**src/common/gpc_defines.svh**
```systemverilog
`ifndef GPC_DEFINES_SVH
`define GPC_DEFINES_SVH

// ****************************************
// Register offsets
// ****************************************
`define GPC_OFF_ACTIVATE   8'h30
`define GPC_OFF_BASE_HI    8'h60
`define GPC_OFF_BASE_LO    8'h61
`define GPC_OFF_IRQ_NUM    8'h70
`define GPC_OFF_IRQ_TYPE   8'h71
`define GPC_OFF_DMA_0      8'h74
`define GPC_OFF_DMA_1      8'h75
`define GPC_OFF_PIN_SEL    8'hf0
`define GPC_OFF_PIN_CFG    8'hf1
`define GPC_OFF_ROUTE      8'hf2
`define GPC_OFF_CTRL       8'hf8

// ****************************************
// Reset and constant values
// ****************************************
`define GPC_RST_ZERO       8'h00
`define GPC_RST_IRQ_TYPE   8'h03
`define GPC_DMA_NONE       8'h04
`define GPC_RST_CFG_EVT    8'h44
`define GPC_RST_CFG_PLAIN  8'h04

// ****************************************
// Field positions and masks
// ****************************************
`define GPC_BIT_UNIT_EN    7
`define GPC_BASE_LO_MASK   8'hf0
`define GPC_IRQ_TYPE_WMASK 8'h02
`define GPC_SEL_MASK       8'h77
`define GPC_CFG_EVT_MASK   8'h7f
`define GPC_CFG_PLAIN_MASK 8'h0f
`define GPC_CFG_LOCKED_MASK 8'h0f
`define GPC_ROUTE_MASK     8'h07
`define GPC_PORT_MAX       3'h4

// ****************************************
// Timing
// ****************************************
`define GPC_DEBOUNCE_CYCLES 16

`endif

```
**src/common/gpc_pkg.sv**
```systemverilog
package gpc_pkg;

  typedef struct packed {
    logic reserved;
    logic debounce_en;
    logic polarity;
    logic level_type;
    logic lock;
    logic pullup_en;
    logic push_pull;
    logic out_en;
  } gpc_pin_cfg_s;

  typedef struct packed {
    logic pwake;
    logic system_mgmt_interrupt;
    logic irq;
  } gpc_route_s;

endpackage : gpc_pkg

```
**src/logic/gpc_gpio_cfg.sv**
```systemverilog
`timescale 1ns/10ps
`include "gpc_defines.svh"

// Operation
// - Activate reg 30h, gated by global bit 7
// - Base low bits 3-0 read zero
// - Interrupt type: only bit 1 writable, 03h
// - 74h and 75h read constant 04h
// - Select bits 6-4 pick port 0-4
// - Select bits 2-0 pick pin 0-7
// - Select resets 00h, bits 7,3 reserved
// - Window F1h reaches selected pin byte
// - Pin bytes reset 44h or 04h
// - Bit 6 enables input debounce
// - Bit 5 sets event polarity
// - Bit 4 selects edge or level
// - Ports 2,3 hold only bits 3-0
// - Routing register at F2h, read/write on ports 0,1,4
// - Lock freezes drive settings until reset
// - Bit 0 output enable, bit 1 type
// - Bit 2 enables internal pull-up
// - Routing bits forward to three requests
module gpc_gpio_cfg
  import gpc_pkg::*;
#(
  parameter int PINS            = 40,
  parameter int DEBOUNCE_CYCLES = `GPC_DEBOUNCE_CYCLES
) (
  // Clock and reset
  input  wire logic             clk_in,
  input  wire logic             resetn_in,
  // Register port
  input  wire logic [7:0]       addr_in,
  input  wire logic [7:0]       wdata_in,
  input  wire logic             wr_in,
  input  wire logic             rd_in,
  output logic      [7:0]       rdata_out,
  // Global configuration
  input  wire logic             global_config_one_en_in,
  // Pins
  input  wire logic [PINS-1:0]  pin_in,
  input  wire logic [PINS-1:0]  data_out_in,
  output logic      [PINS-1:0]  pin_out,
  output logic      [PINS-1:0]  pin_oe_n_out,
  output logic      [PINS-1:0]  pin_pullup_out,
  // Events
  output logic      [PINS-1:0]  event_out,
  output logic                  irq_req_out,
  output logic                  system_mgmt_interrupt_out,
  output logic                  power_wake_request_out
);

  localparam int CW = $clog2(DEBOUNCE_CYCLES + 1);

  // ****************************************
  // Helpers
  // ****************************************
  function automatic logic is_evt_port(input logic [2:0] port);
    is_evt_port = (port == 3'h0) || (port == 3'h1) || (port == 3'h4);
  endfunction : is_evt_port

  function automatic logic [2:0] port_of(input int idx);
    port_of = 3'(idx / 8);
  endfunction : port_of

  // ****************************************
  // Configuration bank
  // ****************************************
  logic [7:0]   activate_r;
  logic [7:0]   base_hi_r;
  logic [7:0]   base_lo_r;
  logic [7:0]   irq_num_r;
  logic [7:0]   irq_type_r;
  logic [7:0]   pin_sel_r;
  gpc_pin_cfg_s cfg_r   [PINS];
  gpc_route_s   route_r [PINS];
  logic         unit_en;
  logic         sel_ok;
  logic         sel_evt;
  logic [5:0]   sel_idx;
  logic [7:0]   cfg_wr_nxt;

  assign unit_en = activate_r[0] & global_config_one_en_in;
  assign sel_ok  = pin_sel_r[6:4] <= `GPC_PORT_MAX;
  assign sel_evt = is_evt_port(pin_sel_r[6:4]);
  assign sel_idx = {pin_sel_r[6:4], pin_sel_r[2:0]};

  always_comb begin
    cfg_wr_nxt = wdata_in & (sel_evt ? `GPC_CFG_EVT_MASK : `GPC_CFG_PLAIN_MASK);
    if (sel_ok && cfg_r[sel_idx].lock) begin
      cfg_wr_nxt = (cfg_wr_nxt & ~`GPC_CFG_LOCKED_MASK)
                 | (cfg_r[sel_idx] & `GPC_CFG_LOCKED_MASK);
    end
  end

  always_ff @(posedge clk_in) begin
    if (!resetn_in) begin
      activate_r <= `GPC_RST_ZERO;
      base_hi_r  <= `GPC_RST_ZERO;
      base_lo_r  <= `GPC_RST_ZERO;
      irq_num_r  <= `GPC_RST_ZERO;
      irq_type_r <= `GPC_RST_IRQ_TYPE;
      pin_sel_r  <= `GPC_RST_ZERO;
    end else if (wr_in) begin
      unique case (addr_in)
        `GPC_OFF_ACTIVATE: activate_r <= wdata_in;
        `GPC_OFF_BASE_HI:  base_hi_r  <= wdata_in;
        `GPC_OFF_BASE_LO:  base_lo_r  <= wdata_in & `GPC_BASE_LO_MASK;
        `GPC_OFF_IRQ_NUM:  irq_num_r  <= wdata_in;
        `GPC_OFF_IRQ_TYPE: begin
          irq_type_r <= (irq_type_r & ~`GPC_IRQ_TYPE_WMASK)
                      | (wdata_in & `GPC_IRQ_TYPE_WMASK);
        end
        `GPC_OFF_PIN_SEL:  pin_sel_r  <= wdata_in & `GPC_SEL_MASK;
        default: ;
      endcase
    end
  end

  // Per-pin setting bytes and routing
  always_ff @(posedge clk_in) begin
    if (!resetn_in) begin
      for (int i = 0; i < PINS; i++) begin
        cfg_r[i]   <= is_evt_port(port_of(i)) ? `GPC_RST_CFG_EVT
                                              : `GPC_RST_CFG_PLAIN;
        route_r[i] <= '0;
      end
    end else if (wr_in && sel_ok) begin
      if (addr_in == `GPC_OFF_PIN_CFG) begin
        cfg_r[sel_idx] <= cfg_wr_nxt;
      end
      if (addr_in == `GPC_OFF_ROUTE && sel_evt) begin
        route_r[sel_idx] <= 3'(wdata_in & `GPC_ROUTE_MASK);
      end
    end
  end

  // ****************************************
  // Read path
  // ****************************************
  always_ff @(posedge clk_in) begin
    if (!resetn_in) begin
      rdata_out <= `GPC_RST_ZERO;
    end else if (rd_in) begin
      unique case (addr_in)
        `GPC_OFF_ACTIVATE: rdata_out <= activate_r;
        `GPC_OFF_BASE_HI:  rdata_out <= base_hi_r;
        `GPC_OFF_BASE_LO:  rdata_out <= base_lo_r;
        `GPC_OFF_IRQ_NUM:  rdata_out <= irq_num_r;
        `GPC_OFF_IRQ_TYPE: rdata_out <= irq_type_r;
        `GPC_OFF_DMA_0:    rdata_out <= `GPC_DMA_NONE;
        `GPC_OFF_DMA_1:    rdata_out <= `GPC_DMA_NONE;
        `GPC_OFF_PIN_SEL:  rdata_out <= pin_sel_r;
        `GPC_OFF_PIN_CFG:  rdata_out <= sel_ok ? cfg_r[sel_idx] : 8'h00;
        `GPC_OFF_ROUTE: begin
          rdata_out <= (sel_ok && sel_evt) ? {5'h00, route_r[sel_idx]} : 8'h00;
        end
        `GPC_OFF_CTRL:     rdata_out <= {7'h00, unit_en};
        default:           rdata_out <= 8'h00;
      endcase
    end else begin
      rdata_out <= 8'h00;
    end
  end

  // ****************************************
  // Pin drive
  // ****************************************
  logic [PINS-1:0] data_hold_r;

  always_ff @(posedge clk_in) begin
    if (!resetn_in) begin
      data_hold_r <= '0;
    end else begin
      for (int i = 0; i < PINS; i++) begin
        if (!cfg_r[i].lock) begin
          data_hold_r[i] <= data_out_in[i];
        end
      end
    end
  end

  always_ff @(posedge clk_in) begin
    if (!resetn_in) begin
      pin_out        <= '0;
      pin_oe_n_out   <= '1;
      pin_pullup_out <= '0;
    end else begin
      for (int i = 0; i < PINS; i++) begin
        pin_pullup_out[i] <= cfg_r[i].pullup_en;
        pin_out[i]        <= cfg_r[i].push_pull & data_hold_r[i];
        pin_oe_n_out[i]   <= !(cfg_r[i].out_en &&
                               (cfg_r[i].push_pull || !data_hold_r[i]));
      end
    end
  end

  // ****************************************
  // Debounce and event detection
  // ****************************************
  logic [CW-1:0]   stable_cnt_r [PINS];
  logic [PINS-1:0] filt_r;
  logic [PINS-1:0] prev_r;

  always_ff @(posedge clk_in) begin
    if (!resetn_in) begin
      for (int i = 0; i < PINS; i++) begin
        stable_cnt_r[i] <= '0;
      end
      filt_r <= pin_in;
    end else begin
      for (int i = 0; i < PINS; i++) begin
        if (!is_evt_port(port_of(i)) || pin_in[i] == filt_r[i]) begin
          stable_cnt_r[i] <= '0;
          filt_r[i]       <= pin_in[i];
        end else if (!cfg_r[i].debounce_en ||
                     stable_cnt_r[i] == CW'(DEBOUNCE_CYCLES - 1)) begin
          stable_cnt_r[i] <= '0;
          filt_r[i]       <= pin_in[i];
        end else begin
          stable_cnt_r[i] <= stable_cnt_r[i] + CW'(1);
        end
      end
    end
  end

  always_ff @(posedge clk_in) begin
    if (!resetn_in) begin
      prev_r    <= pin_in;
      event_out <= '0;
    end else begin
      prev_r <= filt_r;
      for (int i = 0; i < PINS; i++) begin
        event_out[i] <= unit_en && is_evt_port(port_of(i)) &&
                        (filt_r[i] == cfg_r[i].polarity) &&
                        (cfg_r[i].level_type || filt_r[i] != prev_r[i]);
      end
    end
  end

  // ****************************************
  // Request forwarding
  // ****************************************
  logic [PINS-1:0] to_irq;
  logic [PINS-1:0] to_smi;
  logic [PINS-1:0] to_wake;

  always_comb begin
    for (int i = 0; i < PINS; i++) begin
      to_irq[i]  = event_out[i] & route_r[i].irq;
      to_smi[i]  = event_out[i] & route_r[i].system_mgmt_interrupt;
      to_wake[i] = event_out[i] & route_r[i].pwake;
    end
  end

  always_ff @(posedge clk_in) begin
    if (!resetn_in) begin
      irq_req_out               <= 1'b0;
      system_mgmt_interrupt_out <= 1'b0;
      power_wake_request_out    <= 1'b0;
    end else begin
      irq_req_out               <= |to_irq;
      system_mgmt_interrupt_out <= |to_smi;
      power_wake_request_out    <= |to_wake;
    end
  end

endmodule : gpc_gpio_cfg

```
**config.mk**
```make
export PLATFORM = sky130hd
export DESIGN_NAME = gpc_gpio_cfg
export DESIGN_NICKNAME = d
export VERILOG_FILES = /design/src/common/gpc_pkg.sv /design/src/logic/gpc_gpio_cfg.sv
export VERILOG_INCLUDE_DIRS = /design/src /design/src/common
export SDC_FILE = /design/constraint.sdc
export NUM_CORES = 1
export LEC_CHECK = 0
export BUFFER_PORTS_ARGS = -buffer_cell sky130_fd_sc_hd__buf_2
export CAP_MARGIN = 20
export CORE_MARGIN = 3
export CORE_UTILIZATION = 35
export CTS_BUF_LIST = sky130_fd_sc_hd__clkbuf_2
export DETAILED_ROUTE_END_ITERATION = 12
export PLACE_DENSITY_LB_ADDON = 0.25
export SYNTH_ARGS = -nofsm -noshare
export SYNTH_HDL_FRONTEND = slang
export SYNTH_SLANG_ARGS = --single-unit
```
**constraint.sdc**
```tcl
create_clock -name clk_in -period 2.85 [get_ports clk_in]
set_clock_uncertainty 0.15 [all_clocks]
set_input_delay 0.57 -clock clk_in [delete_from_list [all_inputs] [get_ports clk_in]]
set_output_delay 0.57 -clock clk_in [all_outputs]
set_load 0.05 [all_outputs]
```
; ---- Word-level counts from Yosys, hierarchy flattened
; Memory sizes are Yosys's and may differ from the RTL's. A register that Yosys moved wholly into a read port is not among the register bits.
; Index checks and enable logic that the tools add are counted.
[word_totals]
mem_count = 3
output_inout_bits = 171
elab_cells = 1221
input_bits = 101
latchBits = 0
ram_bits = 640
mem_bits_ro = 0
regBits = 333
[classes]
n_bitwise = 252
eq_ne = 133
div_mod_pow = 0
magnitude_cmp = 1
n_addsub = 24
reduce_logical = 300
n_mul = 0
shift = 0
n_mux = 427
[memory_table]
columns = name, words, word_bits, rd, rd_clocked_by_memory_dff, wr, line_no
row1 = cfg_r, 40, 8, 41, 1, 40, gpc_gpio_cfg.sv:75  ; gpc_pin_cfg_s cfg_r [PINS];
row2 = stable_cnt_r, 40, 5, 24, 0, 40, gpc_gpio_cfg.sv:201  ; logic [CW-1:0] stable_cnt_r [PINS];
row3 = route_r, 40, 3, 41, 1, 40, gpc_gpio_cfg.sv:76  ; gpc_route_s route_r [PINS];
[op_table]
columns = op, count
row1 = $mux 5, 88
row2 = $mux 1, 324
row3 = $and 1x1->1, 161
row4 = $add 5x1->5 const B, 24
row5 = $eq 5x4->1 const B, 24
row6 = $reduce_or 40->1, 3
row7 = $logic_not 1->1, 104
row8 = $logic_and 1x1->1, 92
row9 = $logic_or 1x1->1, 90
row10 = $or 1x1->1, 88
row11 = $mux 40, 2
row12 = $pmux 8 s10, 1
row13 = $ne 3x1->1 const B, 24
row14 = $eq 1x1->1, 48
row15 = $eq 8x7->1 const B, 6
row16 = $mux 6, 6
row17 = $eq 8x8->1 const B, 4
row18 = $mux 8, 3
row19 = $ne 1x1->1, 24
row20 = $reduce_and 2->1, 7
row21 = $and 8x7->8, 1
row22 = $eq 8x6->1 const B, 1
row23 = $or 8x2->8, 1
row24 = $or 8x4->8, 1
row25 = 9 further kinds, 10

; ---- Logic depth before layout (Yosys ltp)
; Gate-level depths: netlist of the first run.
[logic_depth]
ltp_word = 10
ltp_mapped = 14

; ---- Worst setup path after synthesis of the first run
; Ideal clock, no wire load.
[synth_timing]
kind = register to register
from = register with a tool-made name
to = memory cfg_r[40][2] in the netlist's numbering, data pin
period_less_slack_ns = 2.869
arrival_time_ns = 2.402
n_path_buf = 4
path_slack_ns = -0.019
stages_incl_launch_ff = 12
required_time_ns = 2.383
cell_sequence = dfxtp_1 -> buf_6 -> buf_12 -> buf_4 -> mux4_2 -> a32oi_1 -> o21ai_0 -> a21oi_1 -> o32ai_1 -> mux2i_2 -> buf_2 -> inv_1
[synth_rtl]
columns = item, line_no
row1 = to (decl), gpc_gpio_cfg.sv:75

==> results of run 1 <==
## state kept, by name (all words and copies together), names as in the netlist, 4 cells and up, named ones only
register        cells
cfg_r             448
route_r           192
stable_cnt_r      120
data_hold_r        40
pin_oe_n_out       40
pin_out            40
pin_pullup_out     40
event_out          24
filt_r             24
prev_r             24
activate_r          8
base_hi_r           8
irq_num_r           8
rdata_out           8
pin_sel_r           6
base_lo_r           4
## critical path, delay by kind of cell (launching register included)
| family | cells | cell delay [ns] |
|---|---|---|
| flops | 1 | 0.43 |
| buf+inv | 6 | 1.00 |
| compound gates | 2 | 0.52 |
| simple gates | 3 | 0.21 |
| mux | 2 | 0.61 |
## cells by family (layout without fill, tap and decap cells)
logic type,after synthesis,in the layout,synth area share (%)
AND/OR/NAND/NOR,1048,1048,11.2
multiplexers,273,273,11.4
flip-flops,1044,1044,66.8
other,2,476,0.0174
buffers and inverters,287,1575,3.51
XOR/XNOR,72,72,1.46
AO/OA/AOI/OAI,277,277,4.17
adder cells (fa/ha/maj),48,48,1.39
## per-layer routing
layer / share of wire [%] / global-route usage [%] / wire, um / up-vias
met5: 0.016 / 0 / 21 / -
met4: 3.3 / 7.67 / 4420 / 4
met2: 49 / 33.2 / 64800 / 1331
met1: 40 / 26.3 / 53800 / 15200
met3: 7.9 / 4.94 / 10600 / 229
li1: - / - / - / 14100
## cell type report
cell class	instances	share of cell area, %
flip-flops and latches	1044	48.8
multi-input cells	2190	26.1
repair buffers	969	16.8
clock buffers	430	3.62
well taps	1625	3.42
inverters	117	0.801
clock inverters	59	0.481
diodes	4	0.0168
## worst paths after layout
kind              slack [ns]                         to  cells past startpoint                 startpoint
setup reg to reg       -0.39  cfg_r[8][0]$_SDFFCE_PN0P_                     13                  flip-flop
hold / removal          0.24  cfg_r[9][2]$_SDFFCE_PN1P_                      6                wdata_in[2]
hold reg to reg         0.31  base_hi_r[4]$_SDFFE_PN0P_                      2  base_hi_r[4]$_SDFFE_PN0P_
setup / recovery       -0.39  cfg_r[8][0]$_SDFFCE_PN0P_                     13                  flip-flop
## where the power goes
| part | leakage [uW] | internal, uW | switching, uW |
|---|---|---|---|
| registers | 0.00984 | 17100 | 403 |
| logic | 0.0115 | 1150 | 1390 |
| clock network | 0.00194 | 4160 | 6160 |
| total | 0.0233 | 22400 | 7950 |
## synthesized netlist by cell type (all sizes together), types with 28 or more instances
master / number / share of area, %
a21oi: 77 / 0.90
mux2i: 77 / 1.8
a22oi: 42 / 0.73
o211ai: 40 / 0.70
nor2: 483 / 4.5
o21ai: 62 / 0.72
mux4: 168 / 8.9
xor2: 48 / 0.98
ha: 48 / 1.4
edfxtp: 784 / 55
nand2b: 28 / 0.41
buf: 81 / 1.6
inv: 116 / 1.0
and2: 43 / 0.62
clkbuf: 89 / 0.91
nand3: 119 / 1.4
dfxtp: 260 / 12
and3: 68 / 0.99
mux2: 28 / 0.73
nand2: 225 / 2.0
## through the flow
stage,utilization [%],total power [uW],setup TNS (ns)
after global placement,41.6,19700,-82.18
final,48.8,30400,-83.04
after floorplan,-,18900,0
after CTS,46.9,30500,-99.37
after global routing,48.8,31800,-115.78
after detailed placement,41.6,19800,-87.32
## what timing repair did
item,in CTS,in global routing
setup buffers,63,33
pin swaps,42,63
endpoints found under the hold margin,1372,0
endpoints found under the setup margin,418,471
resized for setup,289,785
hold buffers,191,0
gates cloned,20,9
==> results.json, run 1 <==
{
  "drt-wirelength-per-cell_um": 20.8,
  "netlist_instances": 3051,
  "critical_path.cell_chain": "buf_12 > buf_12 > buf_4 > mux4_2 > nand2_1 > nand2_2 > o221ai_4 > a211oi_4 > buf_4 > mux2i_4 > buf_12 > buf_12 > nor2_4",
  "postSynthAreaPerCell_sq_um": 14.1,
  "clock_path_buffers": 4,
  "fp.dieH_um": 357,
  "tritoncts": "yes",
  "status": "finished, violations left",
  "nFillCells": 10800,
  "cp.arrival_ns": 4.32,
  "gp_congestion": 0.907,
  "post-dp-hpwl_um": 93500,
  "slew-limit-headroom_pct": 31.6,
  "dr.pass1.iters": 6,
  "synth_edf_count": 784,
  "pin_count": 272,
  "num_rows": 128,
  "hold_violations": 0,
  "final_common_cell": "edfxtp_1",
  "required_ns": 3.92,
  "portBuffers": 239,
  "vdd_drop_max_mv": 0.340,
  "cts_num_sinks": 1044,
  "fin_nets": 4765,
  "yosysWarnings": 0,
  "async_reset_ff_share_pct": 0,
  "antenna_left": 0,
  "final_cell_mix": "edfxtp_1, conb_1, clkbuf_2, buf_4, nor2_1",
  "final_cell_area_sq_um": 59500,
  "synth.distinct_cells": 77,
  "rsz0062_at_grt": "yes",
  "ys_ff_latch": 1044,
  "p_per_area_nw_per_um2": 510,
  "synthToLayoutAreaGrowth_pct": 38.2,
  "drt_wl_total_um": 134000,
  "fmax_mhz": 309,
  "setup_ws_ns": -0.391,
  "clockRootBuffer": "clkbuf_2",
  "netlist_area_sq_um": 43100,
  "synth_seq_area_share_pct": 66.8,
  "dp_slack_ns": -0.468,
  "worst-setup-path-type": "flip-flop to flip-flop",
  "crit_fanout": 8,
  "crit_top_cell": "buf_12",
  "cts_buffers": 294,
  "period_minus_slack_ns": 3.24,
  "p_leak_uw": 0.0233,
  "path_clk_slew_ns": 0.10,
  "stdcell_count": 6438,
  "grt_pass1_wl_um": 190000,
  "grt_max_degree": 77,
  "drcViolationCount": 0,
  "grt.total_usage_pct": 20.3,
  "drt_iter0_markers": 2845,
  "setup_violations": 261,
  "whs_ns": 0.236,
  "insertion_delay_ns": 1.53,
  "hold_class": "input port to flip-flop",
  "synthFlopType": "edfxtp_1",
  "period_share_pct": 114,
  "worst_setup_path_end_kind": "flip-flop",
  "multi_input_area_sq_um": 15500,
  "ctsHtreeMaxLevel": 5,
  "violations": "negative setup slack",
  "grt_overflow": 0,
  "maxCapViolCount": 0,
  "start_kind": "flip-flop",
  "die_w_um": 357,
  "slowest_delay_ns": 0.43,
  "placed_area_sq_um": 50700,
  "coreArea_sq_um": 122000,
  "dieArea_sq_um": 127000,
  "vias_per_cell": 4.80,
  "vias": 30900,
  "initial_core_util_pct": 35.3,
  "worstMarginPinSlew_ns": 1.03,
  "crit_slowest_cell": "dfxtp_4",
  "grt_pass1_vias": 30500,
  "antenna_found_initial": 9,
  "regArea_sq_um": 29000,
  "dp.cells": 5642,
  "drv_slew": 0,
  "drive_gt1_share_pct": 36.7
}
Power figures use the tool's default switching activity.
==> run 2: changes to the inputs <==
RECOVER_POWER = 50   (was not set)
==> run 2 against run 1 <==
- the run ends with max-capacitance violations, max-slew violations, negative setup slack left
- count of clock-buffer cells in the layout unchanged
- hold slack better by 0.023 ns
- setup slack got worse by 0.14 ns
- register-to-register slack about the same
- cell count did not move
- die area stayed put
- combinational power about the same
- power barely moved
==> results.json, run 2 (synthesis results as in run 1) <==
{
  "drt-wirelength-per-cell_um": 20.7,
  "vias": 30800,
  "crit_fanout": 76,
  "fp.dieH_um": 357,
  "period_minus_slack_ns": 3.38,
  "initial_core_util_pct": 35.3,
  "crit_top_cell": "dlygate4sd3_1",
  "clock_path_buffers": 4,
  "p_leak_uw": 0.0232,
  "hold_class": "input port to flip-flop",
  "path_clk_slew_ns": 0.11,
  "grt_max_degree": 77,
  "final_cell_mix": "edfxtp_1, conb_1, clkbuf_2, buf_4, nor2_1",
  "drv_slew": 67,
  "grt_overflow": 0,
  "drcViolationCount": 0,
  "slew-limit-headroom_pct": -35.5,
  "num_rows": 128,
  "drive_gt1_share_pct": 36.4,
  "worst-setup-path-type": "input port to flip-flop",
  "worstMarginPinSlew_ns": 2.03,
  "dieArea_sq_um": 127000,
  "final_common_cell": "edfxtp_1",
  "portBuffers": 239,
  "ctsHtreeMaxLevel": 5,
  "p_total_uw": 30300,
  "largest_register_ffs": 448,
  "start_kind": "input port",
  "worst_setup_path_end_kind": "flip-flop",
  "dr.pass1.iters": 5,
  "setup_tns_ns": -92.91,
  "tritoncts": "yes",
  "rsz0062_at_grt": "yes",
  "hold_start": "data_out_in[3]",
  "crit_slowest_cell": "dlygate4sd3_1",
  "ff2ff_path_depth": 13,
  "r2r-end": "cfg_r[8][0]$_SDFFCE_PN0P_",
  "insertion_delay_ns": 1.53,
  "violations": "max-capacitance violations, max-slew violations, negative setup slack",
  "top_register": "cfg_r",
  "drt_wl_total_um": 133000,
  "cts_num_sinks": 1044,
  "pin_count": 272,
  "period_share_pct": 119,
  "clockPowerShare_pct": 34.0,
  "power_switching_share_pct": 26.2,
  "hold_end": "data_hold_r[3]$_SDFFE_PN0N_",
  "p_per_area_nw_per_um2": 511,
  "coreArea_sq_um": 122000,
  "whs_ns": 0.259,
  "reg_top3": "cfg_r: 448 flops, route_r: 192 flops, stable_cnt_r: 120 flops",
  "setup_ws_ns": -0.530,
  "hold_depth": 5,
  "status": "finished, violations left",
  "r2r_slack_ns": -0.40,
  "vias_per_cell": 4.78,
  "maxCapViolCount": 2,
  "grt_pass1_wl_um": 190000,
  "setup_violations": 387,
  "fin_nets": 4765,
  "gp_congestion": 0.907,
  "comb_power_share_pct": 8.3,
  "hold_violations": 0,
  "required_ns": 4.11,
  "antenna_found_initial": 9,
  "grt.total_usage_pct": 20.3,
  "slowest_delay_ns": 1.00,
  "cts_buffers": 294,
  "critical_path.cell_chain": "dlygate4sd3_1 > clkbuf_1 > dlygate4sd3_1 > buf_12 > clkinvlp_2 > buf_2 > buf_12 > a21oi_1 > dlygate4sd3_1",
  "p_int_uw": 22400,
  "antenna_left": 0,
  "p_sw_uw": 7940,
  "fmax_mhz": 296,
  "seq_power_share_pct": 57.7,
  "cp.arrival_ns": 4.64,
  "post-dp-hpwl_um": 93500,
  "die_w_um": 357,
  "synthToLayoutAreaGrowth_pct": 38.0,
  "vdd_drop_max_mv": 0.340,
  "drt_iter0_markers": 2766,
  "grt_pass1_vias": 30500,
  "clockRootBuffer": "clkbuf_2"
}
[run 2: cell types whose count changed in the layout (fill, tap and decap cells not counted), sizes merged]
cell      change
buf          -15
clkbuf       +15
clkinvlp      +1
clkinv        -1
[run 2: worst max-delay path: cells and delay by family]
family	cells	cell delay [ns]
buffers and inverters	8	3.79
AOI/OAI and AO/OA	1	0.14
[run 2: power groups by stage]
stage	sequential [uW]	clock [uW]	combinational, uW
detailed placement	17800	0	1940
finish	17500	10300	2520
floorplan	17900	0	1020
global placement	17800	0	1920
CTS	17500	10700	2340
global route	17600	11500	2720
[run 2: worst max path at each step]
stage,cells after the start,start,to,slack (ns)
after floorplan,10,flip-flop,cfg_r[40][1]$_DFFE_PP_,0.00007
after global placement,9,flip-flop,cfg_r[48][2]$_DFFE_PP_,-0.43
after detailed placement,8,flip-flop,cfg_r[26][2]$_SDFFCE_PN1P_,-0.47
after CTS,11,flip-flop,cfg_r[58][2]$_DFFE_PP_,-0.39
after global routing,11,flip-flop,cfg_r[41][2]$_DFFE_PP_,-0.50
final,9,resetn_in,irq_num_r[7]$_SDFFE_PN0P_,-0.53
[run 2: layer usage]
metal	GRT usage [%]	wire length, um
met5	0	21
met4	7.67	4140
met3	4.94	11100
met2	33.2	65100
met1	26.3	53000
[run 2: layout make-up]
| type | count | area, sq um |
|---|---|---|
| Antenna cell | 4 | 10.0 |
| Clock buffer | 430 | 2150 |
| Clock inverter | 59 | 287 |
| Fill cell | 10800 | 62500 |
| Inverter | 117 | 477 |
| Multi-Input combinational cell | 2190 | 15500 |
| Sequential cell | 1044 | 29000 |
| Tap cell | 1625 | 2030 |
| Timing Repair Buffer | 969 | 9930 |
[run 2: through the flow]
stage,util [%],area [sq um],instances,worst slack (ns)
4_1_cts,46.9,57100,6404,-0.386
6_report,48.7,59400,6438,-0.530
5_1_grt,48.7,59400,6437,-0.498
3_5_place_dp,41.6,50700,5642,-0.468
2_1_floorplan,-,44800,3521,0.0000695
3_3_place_gp,41.6,50700,5642,-0.428
[run 2: repair_timing]
action | CTS | global route
resized for setup | 289 | 785
setup buffers | 63 | 33
endpoints found under the setup margin | 418 | 471
hold endpoints to repair | 1372 | 0
hold buffers | 191 | 0
pin swaps | 42 | 63
gates cloned | 20 | 9
